`config.mk`:
```
export PLATFORM = sky130hd
export DESIGN_NAME = sltm_top
export DESIGN_NICKNAME = d
export VERILOG_FILES = /design/src/design/sltm_pkg.sv /design/src/design/sltm_top.sv
export SDC_FILE = /design/constraint.sdc
export NUM_CORES = 2
export LEC_CHECK = 0
export BUFFER_PORTS_ARGS = -buffer_cell sky130_fd_sc_hd__buf_2
export CAP_MARGIN = 40
export CORE_ASPECT_RATIO = 0.7
export CORE_MARGIN = 1
export CORE_UTILIZATION = 30
export CTS_CLUSTER_DIAMETER = 80
export DETAILED_ROUTE_END_ITERATION = 8
export MAX_ROUTING_LAYER = met4
export PLACE_DENSITY = 0.51
export SLEW_MARGIN = 20
export SYNTH_ARGS = -nofsm -noshare
export SYNTH_HDL_FRONTEND = slang
export SYNTH_SLANG_ARGS = --single-unit
```
`constraint.sdc`:
```
create_clock -name clk_sys_i -period 74.5 [get_ports clk_sys_i]
set_input_delay 3.725 -clock clk_sys_i [delete_from_list [all_inputs] [get_ports clk_sys_i]]
set_output_delay 3.725 -clock clk_sys_i [all_outputs]
set_load 0.03 [all_outputs]
```
`src/design/sltm_pkg.sv`:
```
// constants and register map of the serial link test and error monitor
package sltm_pkg;
   localparam int LANES = 8;
   localparam int ADDR_W = 12;
   // register offsets
   localparam logic [11:0] ADDR_LINK_SELECT = 12'h300;
   localparam logic [11:0] ADDR_LANE_TEST_ENABLE = 12'h315;
   localparam logic [11:0] ADDR_LANE_TEST_CONTROL = 12'h316;
   localparam logic [11:0] ADDR_LIMIT_LOW = 12'h317;
   localparam logic [11:0] ADDR_LIMIT_MID = 12'h318;
   localparam logic [11:0] ADDR_LIMIT_HIGH = 12'h319;
   localparam logic [11:0] ADDR_TOTAL_LOW = 12'h31A;
   localparam logic [11:0] ADDR_TOTAL_MID = 12'h31B;
   localparam logic [11:0] ADDR_TOTAL_HIGH = 12'h31C;
   localparam logic [11:0] ADDR_PASS_FLAGS = 12'h31D;
   localparam logic [11:0] ADDR_SAMPLE_CONTROL = 12'h32C;
   localparam logic [11:0] ADDR_EXPECTED_LOW = 12'h32D;
   localparam logic [11:0] ADDR_EXPECTED_HIGH = 12'h32E;
   localparam logic [11:0] ADDR_SAMPLE_RESULT = 12'h32F;
   localparam logic [11:0] ADDR_COUNT_VIEW = 12'h46B;
   localparam logic [11:0] ADDR_DISPARITY_STATUS = 12'h46D;
   localparam logic [11:0] ADDR_BAD_CODE_STATUS = 12'h46E;
   localparam logic [11:0] ADDR_STRAY_CONTROL_STATUS = 12'h46F;
   localparam logic [11:0] ADDR_CGS_FLAGS = 12'h470;
   localparam logic [11:0] ADDR_ALIGN_FLAGS = 12'h473;
   localparam logic [11:0] ADDR_TEST_OPTIONS = 12'h477;
   localparam logic [11:0] ADDR_CHAR_LIMIT = 12'h47C;
   // field positions
   localparam int LINK_SEL_BIT = 2;
   localparam int CHECKER_CLEAR_BIT = 0;
   localparam int TEST_RUN_BIT = 1;
   localparam int PATTERN_LSB = 2;
   localparam int COUNT_LANE_LSB = 4;
   localparam int TPL_ENABLE_BIT = 0;
   localparam int TPL_CLEAR_BIT = 1;
   localparam int CONV_SEL_LSB = 2;
   localparam int SAMPLE_SEL_LSB = 4;
   localparam int VIEW_LANE_LSB = 4;
   localparam int VIEW_TYPE_LSB = 0;
   localparam int INT_CLEAR_BIT = 7;
   localparam int COUNT_DISABLE_BIT = 6;
   localparam int COUNT_CLEAR_BIT = 5;
   localparam int ACTION_LANE_LSB = 0;
   localparam int ILAS_REPEAT_BIT = 7;
   // encodings and counts
   localparam logic [1:0] PATTERN_SHORT = 2'h0;
   localparam logic [1:0] PATTERN_MID = 2'h1;
   localparam logic [1:0] PATTERN_LONG = 2'h2;
   localparam logic [1:0] TYPE_DISPARITY = 2'h0;
   localparam logic [1:0] TYPE_BAD_CODE = 2'h1;
   localparam logic [1:0] TYPE_STRAY_CONTROL = 2'h2;
   localparam logic [23:0] TOTAL_MAX = 24'hFFFFFF;
   localparam logic [4:0] SEED_BITS = 5'h1F;
   localparam logic [2:0] CGS_CHARS = 3'h4;
   localparam logic [2:0] LINK1_LANE_OFFSET = 3'h4;
   localparam logic [7:0] RESET_BYTE = 8'h00;
endpackage

```
`src/design/sltm_top.sv`:
```
// lane bit checker, sample checker, link status and character error counters
// Behaviour
// - pattern select picks 7, 15 or 31-stage sequence
// - checker runs on raw lanes, several at once
// - enable bit n enables lane n check
// - checker clear pulse zeroes checker state and counts
// - run rising edge starts, writing zero stops
// - 24-bit error threshold from three byte registers
// - one pass flag per lane, 1 is pass
// - lane selector shows saturating 24-bit count
// - compare selected converter sample to expected value
// - expected 16-bit sample in two writable bytes
// - transport clear pulse restarts the comparison
// - result bit 0 is 1 on mismatch
// - test option bit enables repeated alignment mode
// - sync request drops after 4 sync characters
// - sync and alignment flags shown per selected link
// - disparity counter counts bad disparity characters while enabled and below the limit
// - view register selects lane and type, returns count
// - link 1 lane x is logical lane x+4
// - shared limit stops every character error counter
// - per-type status register reports limit reached
// - status write: lane, irq clear, disable, count clear
module sltm_top
(
   input wire logic clk_sys_i,
   input wire logic sys_rst_i,
   input wire logic [11:0] reg_addr_i,
   input wire logic [7:0] reg_wdata_i,
   input wire logic reg_wr_i,
   input wire logic reg_rd_i,
   output logic [7:0] reg_rdata_o,
   input wire logic [7:0] lane_bit_i,
   input wire logic [255:0] sample_data_i,
   input wire logic sample_valid_i,
   input wire logic [7:0] lane_in_use_i,
   input wire logic [7:0] lane_char_valid_i,
   input wire logic [7:0] lane_k28_i,
   input wire logic [7:0] lane_align_ok_i,
   input wire logic [7:0] disparity_err_i,
   input wire logic [7:0] bad_code_err_i,
   input wire logic [7:0] stray_control_err_i,
   output logic sync_request_output_o,
   output logic ilas_repeat_o
);
   typedef struct packed {
      logic [7:0] link_select;
      logic [7:0] lane_test_enable;
      logic [7:0] lane_test_control;
      logic [23:0] lane_error_limit;
      logic running;
      logic [7:0] sample_check_control;
      logic [15:0] expected_sample;
      logic transport_check_mismatch;
      logic [7:0] char_error_count_view;
      logic [7:0] char_error_limit;
      logic [7:0] link_test_options;
      logic [7:0][30:0] shift;
      logic [7:0][4:0] seed;
      logic [7:0][23:0] lane_error_total;
      logic [2:0][7:0][7:0] char_count;
      logic [2:0][7:0] count_disable;
      logic [2:0][7:0] limit_reached;
      logic [7:0][2:0] k_count;
      logic [7:0] cgs;
      logic [7:0] align;
      logic sync_request;
      logic ilas_repeat;
      logic [7:0] rdata;
   } sltm_state_t;

   sltm_state_t st;
   sltm_state_t next_st;
   logic [7:0] predicted;
   logic [1:0] pattern;
   logic wr_ctrl;
   logic [3:0] sample_index;
   logic [15:0] selected_sample;
   logic [2:0] view_lane;
   logic [7:0] pass_flags;
   logic [7:0][2:0] err_in;

   assign pattern = st.lane_test_control[sltm_pkg::PATTERN_LSB +: 2];
   assign wr_ctrl = reg_wr_i && reg_addr_i == sltm_pkg::ADDR_LANE_TEST_CONTROL;
   assign sample_index = {st.sample_check_control[sltm_pkg::CONV_SEL_LSB +: 2],
                          st.sample_check_control[sltm_pkg::SAMPLE_SEL_LSB +: 2]};
   assign selected_sample = sample_data_i[{sample_index, 4'h0} +: 16];
   assign view_lane = 3'(st.char_error_count_view[sltm_pkg::VIEW_LANE_LSB +: 3]
                      + (st.link_select[sltm_pkg::LINK_SEL_BIT] ? sltm_pkg::LINK1_LANE_OFFSET : 3'h0));

   // per-lane sequence prediction and pass flag
   for (genvar g = 0; g < sltm_pkg::LANES; g++)
   begin : g_lane
      always_comb
      begin
         case (pattern)
            sltm_pkg::PATTERN_SHORT: predicted[g] = st.shift[g][6] ^ st.shift[g][5];
            sltm_pkg::PATTERN_MID: predicted[g] = st.shift[g][14] ^ st.shift[g][13];
            default: predicted[g] = st.shift[g][30] ^ st.shift[g][27];
         endcase
      end
      assign pass_flags[g] = st.lane_test_enable[g] && st.lane_error_total[g] <= st.lane_error_limit;
      assign err_in[g] = {stray_control_err_i[g], bad_code_err_i[g], disparity_err_i[g]};
   end

   always_comb
   begin
      logic [2:0] act_lane;
      logic clear_checker;
      next_st = st;
      act_lane = 3'(reg_wdata_i[sltm_pkg::ACTION_LANE_LSB +: 3]
                 + (st.link_select[sltm_pkg::LINK_SEL_BIT] ? sltm_pkg::LINK1_LANE_OFFSET : 3'h0));
      clear_checker = st.lane_test_control[sltm_pkg::CHECKER_CLEAR_BIT];

      // lane bit checker
      for (int n = 0; n < sltm_pkg::LANES; n++)
      begin
         if (clear_checker)
         begin
            next_st.shift[n] = '0;
            next_st.seed[n] = '0;
            next_st.lane_error_total[n] = '0;
         end
         else if (st.lane_test_enable[n])
         begin
            next_st.shift[n] = {st.shift[n][29:0], lane_bit_i[n]};
            if (st.seed[n] != sltm_pkg::SEED_BITS)
               next_st.seed[n] = 5'(st.seed[n] + 5'h1);
            else if (st.running && lane_bit_i[n] != predicted[n]
                     && st.lane_error_total[n] != sltm_pkg::TOTAL_MAX)
               next_st.lane_error_total[n] = 24'(st.lane_error_total[n] + 24'h1);
         end
      end

      // code group sync and lane alignment
      for (int n = 0; n < sltm_pkg::LANES; n++)
      begin
         if (!lane_in_use_i[n])
         begin
            next_st.k_count[n] = '0;
            next_st.cgs[n] = 1'b0;
         end
         else if (lane_char_valid_i[n] && !st.cgs[n])
         begin
            if (!lane_k28_i[n])
               next_st.k_count[n] = '0;
            else if (3'(st.k_count[n] + 3'h1) == sltm_pkg::CGS_CHARS)
               next_st.cgs[n] = 1'b1;
            else
               next_st.k_count[n] = 3'(st.k_count[n] + 3'h1);
         end
      end
      next_st.align = lane_align_ok_i & lane_in_use_i;
      next_st.sync_request = (st.cgs & lane_in_use_i) != lane_in_use_i || lane_in_use_i == 8'h00;
      next_st.ilas_repeat = st.link_test_options[sltm_pkg::ILAS_REPEAT_BIT];

      // character error counters
      for (int t = 0; t < 3; t++)
      begin
         for (int n = 0; n < sltm_pkg::LANES; n++)
         begin
            if (err_in[n][t] && !st.count_disable[t][n]
                && st.char_count[t][n] < st.char_error_limit)
               next_st.char_count[t][n] = 8'(st.char_count[t][n] + 8'h1);
            if (reg_wr_i && reg_addr_i == 12'(sltm_pkg::ADDR_DISPARITY_STATUS + 12'(t)) && act_lane == 3'(n))
            begin
               next_st.count_disable[t][n] = reg_wdata_i[sltm_pkg::COUNT_DISABLE_BIT];
               if (reg_wdata_i[sltm_pkg::COUNT_CLEAR_BIT])
                  next_st.char_count[t][n] = '0;
               if (reg_wdata_i[sltm_pkg::INT_CLEAR_BIT])
                  next_st.limit_reached[t][n] = 1'b0;
            end
            // set wins over clear
            if (st.char_count[t][n] == st.char_error_limit && st.char_error_limit != 8'h00)
               next_st.limit_reached[t][n] = 1'b1;
         end
      end

      // transport sample check
      if (st.sample_check_control[sltm_pkg::TPL_CLEAR_BIT])
         next_st.transport_check_mismatch = 1'b0;
      else if (st.sample_check_control[sltm_pkg::TPL_ENABLE_BIT] && sample_valid_i
               && selected_sample != st.expected_sample)
         next_st.transport_check_mismatch = 1'b1;

      // register writes
      if (reg_wr_i)
      begin
         case (reg_addr_i)
            sltm_pkg::ADDR_LINK_SELECT: next_st.link_select = reg_wdata_i;
            sltm_pkg::ADDR_LANE_TEST_ENABLE: next_st.lane_test_enable = reg_wdata_i;
            sltm_pkg::ADDR_LANE_TEST_CONTROL: next_st.lane_test_control = reg_wdata_i;
            sltm_pkg::ADDR_LIMIT_LOW: next_st.lane_error_limit[7:0] = reg_wdata_i;
            sltm_pkg::ADDR_LIMIT_MID: next_st.lane_error_limit[15:8] = reg_wdata_i;
            sltm_pkg::ADDR_LIMIT_HIGH: next_st.lane_error_limit[23:16] = reg_wdata_i;
            sltm_pkg::ADDR_SAMPLE_CONTROL: next_st.sample_check_control = reg_wdata_i;
            sltm_pkg::ADDR_EXPECTED_LOW: next_st.expected_sample[7:0] = reg_wdata_i;
            sltm_pkg::ADDR_EXPECTED_HIGH: next_st.expected_sample[15:8] = reg_wdata_i;
            sltm_pkg::ADDR_COUNT_VIEW: next_st.char_error_count_view = reg_wdata_i;
            sltm_pkg::ADDR_TEST_OPTIONS: next_st.link_test_options = reg_wdata_i;
            sltm_pkg::ADDR_CHAR_LIMIT: next_st.char_error_limit = reg_wdata_i;
            default: ;
         endcase
      end
      // start only on a rising edge of the run bit
      if (wr_ctrl)
      begin
         if (!reg_wdata_i[sltm_pkg::TEST_RUN_BIT])
            next_st.running = 1'b0;
         else if (!st.lane_test_control[sltm_pkg::TEST_RUN_BIT])
            next_st.running = 1'b1;
      end

      // read data, one cycle after the strobe
      next_st.rdata = sltm_pkg::RESET_BYTE;
      if (reg_rd_i)
      begin
         case (reg_addr_i)
            sltm_pkg::ADDR_LINK_SELECT: next_st.rdata = st.link_select;
            sltm_pkg::ADDR_LANE_TEST_ENABLE: next_st.rdata = st.lane_test_enable;
            sltm_pkg::ADDR_LANE_TEST_CONTROL: next_st.rdata = st.lane_test_control;
            sltm_pkg::ADDR_LIMIT_LOW: next_st.rdata = st.lane_error_limit[7:0];
            sltm_pkg::ADDR_LIMIT_MID: next_st.rdata = st.lane_error_limit[15:8];
            sltm_pkg::ADDR_LIMIT_HIGH: next_st.rdata = st.lane_error_limit[23:16];
            sltm_pkg::ADDR_TOTAL_LOW:
               next_st.rdata = st.lane_error_total[st.lane_test_control[sltm_pkg::COUNT_LANE_LSB +: 3]][7:0];
            sltm_pkg::ADDR_TOTAL_MID:
               next_st.rdata = st.lane_error_total[st.lane_test_control[sltm_pkg::COUNT_LANE_LSB +: 3]][15:8];
            sltm_pkg::ADDR_TOTAL_HIGH:
               next_st.rdata = st.lane_error_total[st.lane_test_control[sltm_pkg::COUNT_LANE_LSB +: 3]][23:16];
            sltm_pkg::ADDR_PASS_FLAGS: next_st.rdata = pass_flags;
            sltm_pkg::ADDR_SAMPLE_CONTROL: next_st.rdata = st.sample_check_control;
            sltm_pkg::ADDR_EXPECTED_LOW: next_st.rdata = st.expected_sample[7:0];
            sltm_pkg::ADDR_EXPECTED_HIGH: next_st.rdata = st.expected_sample[15:8];
            sltm_pkg::ADDR_SAMPLE_RESULT: next_st.rdata = {7'h00, st.transport_check_mismatch};
            sltm_pkg::ADDR_COUNT_VIEW:
               next_st.rdata = (st.char_error_count_view[sltm_pkg::VIEW_TYPE_LSB +: 2] == 2'h3) ? 8'h00 :
                  st.char_count[st.char_error_count_view[sltm_pkg::VIEW_TYPE_LSB +: 2]][view_lane];
            sltm_pkg::ADDR_DISPARITY_STATUS: next_st.rdata = st.limit_reached[sltm_pkg::TYPE_DISPARITY];
            sltm_pkg::ADDR_BAD_CODE_STATUS: next_st.rdata = st.limit_reached[sltm_pkg::TYPE_BAD_CODE];
            sltm_pkg::ADDR_STRAY_CONTROL_STATUS: next_st.rdata = st.limit_reached[sltm_pkg::TYPE_STRAY_CONTROL];
            sltm_pkg::ADDR_CGS_FLAGS:
               next_st.rdata = st.link_select[sltm_pkg::LINK_SEL_BIT] ? {4'h0, st.cgs[7:4]} : st.cgs;
            sltm_pkg::ADDR_ALIGN_FLAGS:
               next_st.rdata = st.link_select[sltm_pkg::LINK_SEL_BIT] ? {4'h0, st.align[7:4]} : st.align;
            sltm_pkg::ADDR_TEST_OPTIONS: next_st.rdata = st.link_test_options;
            sltm_pkg::ADDR_CHAR_LIMIT: next_st.rdata = st.char_error_limit;
            default: next_st.rdata = sltm_pkg::RESET_BYTE;
         endcase
      end
   end

   always_ff @(posedge clk_sys_i or posedge sys_rst_i)
   begin
      if (sys_rst_i)
      begin
         st <= '0;
         st.sync_request <= 1'b1;
      end
      else
         st <= next_st;
   end

   assign reg_rdata_o = st.rdata;
   assign sync_request_output_o = st.sync_request;
   assign ilas_repeat_o = st.ilas_repeat;

   // checks
   property p_run_start;
      @(posedge clk_sys_i) disable iff (sys_rst_i)
      wr_ctrl && reg_wdata_i[1] && !st.lane_test_control[1] |=> st.running;
   endproperty
   a_run_start: assert property (p_run_start) else $error("run did not start on rising edge");

   property p_run_stop;
      @(posedge clk_sys_i) disable iff (sys_rst_i)
      wr_ctrl && !reg_wdata_i[1] |=> !st.running ##1 !st.running || st.lane_test_control[1];
   endproperty
   a_run_stop: assert property (p_run_stop) else $error("run did not stop");

   property p_clear;
      @(posedge clk_sys_i) disable iff (sys_rst_i)
      st.lane_test_control[0] |=> st.lane_error_total == '0 && st.seed == '0;
   endproperty
   a_clear: assert property (p_clear) else $error("checker clear left counts");

   property p_hold;
      @(posedge clk_sys_i) disable iff (sys_rst_i)
      !st.running && !st.lane_test_control[0] |=> $stable(st.lane_error_total);
   endproperty
   a_hold: assert property (p_hold) else $error("lane count changed while stopped");

   property p_saturate;
      @(posedge clk_sys_i) disable iff (sys_rst_i)
      st.lane_error_total[0] == 24'hFFFFFF && !st.lane_test_control[0] |=> st.lane_error_total[0] == 24'hFFFFFF;
   endproperty
   a_saturate: assert property (p_saturate) else $error("lane count wrapped");

   property p_char_stop;
      @(posedge clk_sys_i) disable iff (sys_rst_i)
      st.char_count[2][5] >= st.char_error_limit && !reg_wr_i |=> st.char_count[2][5] == $past(st.char_count[2][5]);
   endproperty
   a_char_stop: assert property (p_char_stop) else $error("error counter passed the limit");

   property p_reach;
      @(posedge clk_sys_i) disable iff (sys_rst_i)
      st.char_count[1][5] == st.char_error_limit && st.char_error_limit != 8'h00 |=> st.limit_reached[1][5];
   endproperty
   a_reach: assert property (p_reach) else $error("limit reached flag missing");

   property p_sync;
      @(posedge clk_sys_i) disable iff (sys_rst_i)
      lane_in_use_i != 8'h00 && (st.cgs & lane_in_use_i) == lane_in_use_i |=> !sync_request_output_o;
   endproperty
   a_sync: assert property (p_sync) else $error("sync request not released");

   property p_mismatch;
      @(posedge clk_sys_i) disable iff (sys_rst_i)
      st.sample_check_control[0] && !st.sample_check_control[1] && sample_valid_i
      && selected_sample != st.expected_sample |=> st.transport_check_mismatch ##1
      (st.transport_check_mismatch || $past(st.sample_check_control[sltm_pkg::TPL_CLEAR_BIT]));
   endproperty
   a_mismatch: assert property (p_mismatch) else $error("sample mismatch not reported");

   property p_seed_quiet;
      @(posedge clk_sys_i) disable iff (sys_rst_i)
      st.seed[1] != sltm_pkg::SEED_BITS |=> $stable(st.lane_error_total[1]);
   endproperty
   a_seed_quiet: assert property (p_seed_quiet) else $error("count moved while seeding");

   property p_disabled;
      @(posedge clk_sys_i) disable iff (sys_rst_i)
      st.count_disable[0][5] && !reg_wr_i |=> $stable(st.char_count[0][5]);
   endproperty
   a_disabled: assert property (p_disabled) else $error("disabled counter moved");

   property p_ilas;
      @(posedge clk_sys_i) disable iff (sys_rst_i)
      st.link_test_options[sltm_pkg::ILAS_REPEAT_BIT] |=> ilas_repeat_o;
   endproperty
   a_ilas: assert property (p_ilas) else $error("repeat mode output missing");

   property p_zero_limit;
      @(posedge clk_sys_i) disable iff (sys_rst_i)
      st.char_error_limit == 8'h00 && !reg_wr_i |=> $stable(st.limit_reached);
   endproperty
   a_zero_limit: assert property (p_zero_limit) else $error("flag changed with zero limit");

   property p_pass_flag;
      @(posedge clk_sys_i) disable iff (sys_rst_i)
      reg_rd_i && reg_addr_i == sltm_pkg::ADDR_PASS_FLAGS && st.lane_test_enable[1]
      && st.lane_error_total[1] > st.lane_error_limit |=> !reg_rdata_o[1];
   endproperty
   a_pass_flag: assert property (p_pass_flag) else $error("failing lane read as pass");

   property p_align;
      @(posedge clk_sys_i) disable iff (sys_rst_i)
      lane_align_ok_i[0] && lane_in_use_i[0] && !lane_in_use_i[5]
      |=> st.align[0] && !st.align[5];
   endproperty
   a_align: assert property (p_align) else $error("alignment flag wrong");

   c_lane_error: cover property (@(posedge clk_sys_i) disable iff (sys_rst_i) st.running ##1 st.lane_error_total[1] != '0);
   c_sync_done: cover property (@(posedge clk_sys_i) disable iff (sys_rst_i) $fell(sync_request_output_o));
   c_limit: cover property (@(posedge clk_sys_i) disable iff (sys_rst_i) $rose(st.limit_reached[2][5]));
   c_mismatch: cover property (@(posedge clk_sys_i) disable iff (sys_rst_i)
      $rose(st.transport_check_mismatch));
   c_disabled: cover property (@(posedge clk_sys_i) disable iff (sys_rst_i)
      st.count_disable[0][5] && disparity_err_i[5]);
endmodule // sltm_top

```
==> impl_metrics.json <==
{
  "ctsResizeCount": 0,
  "grt_pass1_wl_um": 293000,
  "drv_cap": 0,
  "start_kind": "input port",
  "wirelength_um": 201000,
  "status": "finished clean",
  "ys_types": 85,
  "io_buffers": 354,
  "drive_gt1_frac": 0.157,
  "grt_pass1_vias": 42100,
  "final_core_util": 0.350,
  "clk_pin_slew_ps": 60,
  "cp-startpoint": "reg_addr_i[8]",
  "slew_violations": 0,
  "wl_per_cell_um": 24.7,
  "drc": 0,
  "n_fill_cell": 18000,
  "reg2reg_to": "st[794]$_DFFE_PP0P_",
  "crit_type": "in -> reg",
  "start_util": 0.304,
  "die-area_sq_um": 182000,
  "antenna_found_initial": 26,
  "core_area_sq_um": 178000,
  "yosys.area_share.simple": 0.174,
  "cellLeakagePower_nw": 27.7,
  "finalPower_mw": 1.23,
  "layout.nets": 6469,
  "gp_congestion": 0.957,
  "postSynthAreaPerCell_sq_um": 10.1,
  "cts_sinks": 865,
  "holdWs_ps": 502,
  "yosys_warnings": 0,
  "first_pass_iters": 5,
  "layout_worst_path_cycle_share": 0.0937,
  "power.density_nw_per_um2": 19.8,
  "rows": 129,
  "ys_async_sr_fraction": 1.00,
  "synth.mux.area_fraction": 0.142,
  "hpwl_um": 152000,
  "dr_total_vias": 44300,
  "hp-class": "reg -> reg",
  "die_w_um": 510,
  "seq_area_sq_um": 21700,
  "cts_setup_buffers": 0,
  "final_hold_viol_count": 0,
  "holdPathStages": 1,
  "finalSetupTns_ps": 0,
  "area_growth_pct": 15.1,
  "peakVddDrop_mv": 0.0175,
  "cts_tree": "yes",
  "synth-seq-cells": 865,
  "timing.fmax_ghz": 0.143,
  "holdBufCountCts": 0,
  "fin_ws_ps": 67520,
  "synth-edff-count": 0,
  "min_to": "st[95]$_DFFE_PP0P_",
  "final_common_cell": "dfrtp_1",
  "overflow": 0,
  "crit_path_end_kind": "flop",
  "post-place-ws_ps": 66910,
  "synth_xor_area_frac": 0.0615,
  "r2r_start": "sample_index[0]$_DFFE_PP0P_",
  "multi_input_area_sq_um": 30800,
  "finClkSkew_ps": 48.9,
  "synthAdderAreaFrac": 0.104,
  "setup_viol": 0,
  "ios": 355,
  "h-tree-depth": 3,
  "grt_max_degree": 214,
  "final_cell_mix": "dfrtp_1, nor2_1, ha_1",
  "clock-root-buffer": "clkbuf_16",
  "cp.arrival_ps": 7570,
  "synth_flop_cell": "dfrtp_1",
  "tightest_slew_ps": 1210,
  "fin_area_sq_um": 62300,
  "syn-num-nets": 6158,
  "crit_required_ps": 75090,
  "numCtsBuffers": 99,
  "postSynthCellCount": 5365,
  "drt_iter0_drc": 4369,
  "clkLatencyLatePin_ps": 740,
  "grt_use_total": 0.225,
  "netlist_area_sq_um": 54100,
  "synth_compound_area_frac": 0.0877,
  "relSlewSlack": 0.195,
  "synth_top_family_by_area": "simple AND/OR/NAND/NOR gates",
  "ant_nets": 0,
  "avgViaCountPerCell": 5.45,
  "layoutNonFillerInstCount": 8127,
  "worstHoldStart": "st[95]$_DFFE_PP0P_",
  "critPathMaxFanout": 18,
  "synth_seq_area_share": 0.400,
  "fin_crit_ps": 6980,
  "clock_path_buffers": 3,
  "ff2ff_setup_slack_ps": 70460,
  "fp.dieH_um": 357,
  "reg2reg_depth": 9,
  "placedCellCount": 7931,
  "dpl_cell_area_sq_um": 58800,
  "rsz0062_at_grt": "false"
}
==> cell usage after synthesis (12+ instances only) <==
master	n	area share
nand2b_1	40	0.0046
nor2_1	762	0.053
a21oi_1	175	0.016
dfrtp_1	864	0.40
nand4_1	204	0.024
and4_1	23	0.0037
o21ai_0	217	0.020
clkbuf_1	153	0.011
buf_2	35	0.0032
buf_1	19	0.0013
mux4_2	116	0.048
o21a_1	26	0.0036
a21o_1	60	0.0083
buf_4	14	0.0019
a22oi_1	20	0.0028
nor4b_1	21	0.0034
nand3_1	129	0.012
o22ai_1	48	0.0056
o211ai_1	16	0.0022
mux2_2	121	0.025
mux2i_1	363	0.067
xnor2_1	204	0.033
and2_1	31	0.0036
inv_1	190	0.013
o31ai_1	27	0.0037
a221oi_1	18	0.0029
nor3_1	77	0.0071
xor2_1	176	0.028
o221ai_1	44	0.0071
nor2b_1	86	0.0099
nand2_1	271	0.019
ha_1	448	0.10
a31oi_1	18	0.0021
o21ai_1	12	0.0011
or3_1	54	0.0062
nor4_1	82	0.0095
and3_1	47	0.0054
==> worst max path at each step <==
stage                                          to  slack (ps)  cells after the start
after CTS                       st[177]$_DFF_PP0_       67670                      9
final                           st[175]$_DFF_PP0_       67520                      9
after global placement          st[265]$_DFF_PP0_       66540                      8
after detailed placement        st[177]$_DFF_PP0_       66910                      9
after floorplan           ilas_repeat_o$_DFF_PP0_       46470                      1
after global routing            st[175]$_DFF_PP0_       67330                      9
==> state kept, by name (all words and copies together), names as in the netlist <==
name                   count
ilas_repeat_o              1
next_st                    1
pattern                    2
reg_rdata_o                8
sample_index               4
st                       848
sync_request_output_o      1
==> per-layer routing <==
metal  up-vias  part of all wire  wire [um]  GRT usage
met5         -                 0          0          -
met4         0             0.025       5010     0.0498
met3       264             0.082      16600     0.0445
met2      1742              0.41      83100      0.313
met1     22100              0.48      96200      0.331
li1      20100                 -          -          -
==> power breakdown <==
group	internal, mW	switching [mW]	leakage (nW)	total (mW)
Clock	0.299	0.215	1.68	0.514
Combinational	0.0758	0.108	14.3	0.184
Sequential	0.493	0.0424	11.7	0.535
==> cell type report <==
type,count,share of cell area
Clock inverter,45,0.00890
Antenna cell,12,0.000482
Tap cell,2358,0.0474
Clock buffer,137,0.0456
Multi-Input combinational cell,4085,0.495
Sequential cell,865,0.348
Timing Repair Buffer,434,0.0433
Inverter,191,0.0116
==> worst max-delay path, cell delays in order <==
cell and delay (ps):
buf_2 110, nor4b_1 390, clkdlybuf4s15_2 320, nand3b_1 450
nor3_2 790, nand2_2 630, nor2_1 750, nor2b_1 100
mux2_2 290
==> logic make-up (layout without fill, tap and decap cells) <==
| group | Yosys count | in the layout |
|---|---|---|
| flops | 865 | 865 |
| other cells | 0 | 12 |
| simple gates | 1900 | 1900 |
| xor+xnor | 380 | 380 |
| buf+inv | 415 | 807 |
| mux | 605 | 605 |
| fa+ha+maj | 448 | 448 |
| compound gates | 752 | 752 |
(Power assumes the default switching activity.)
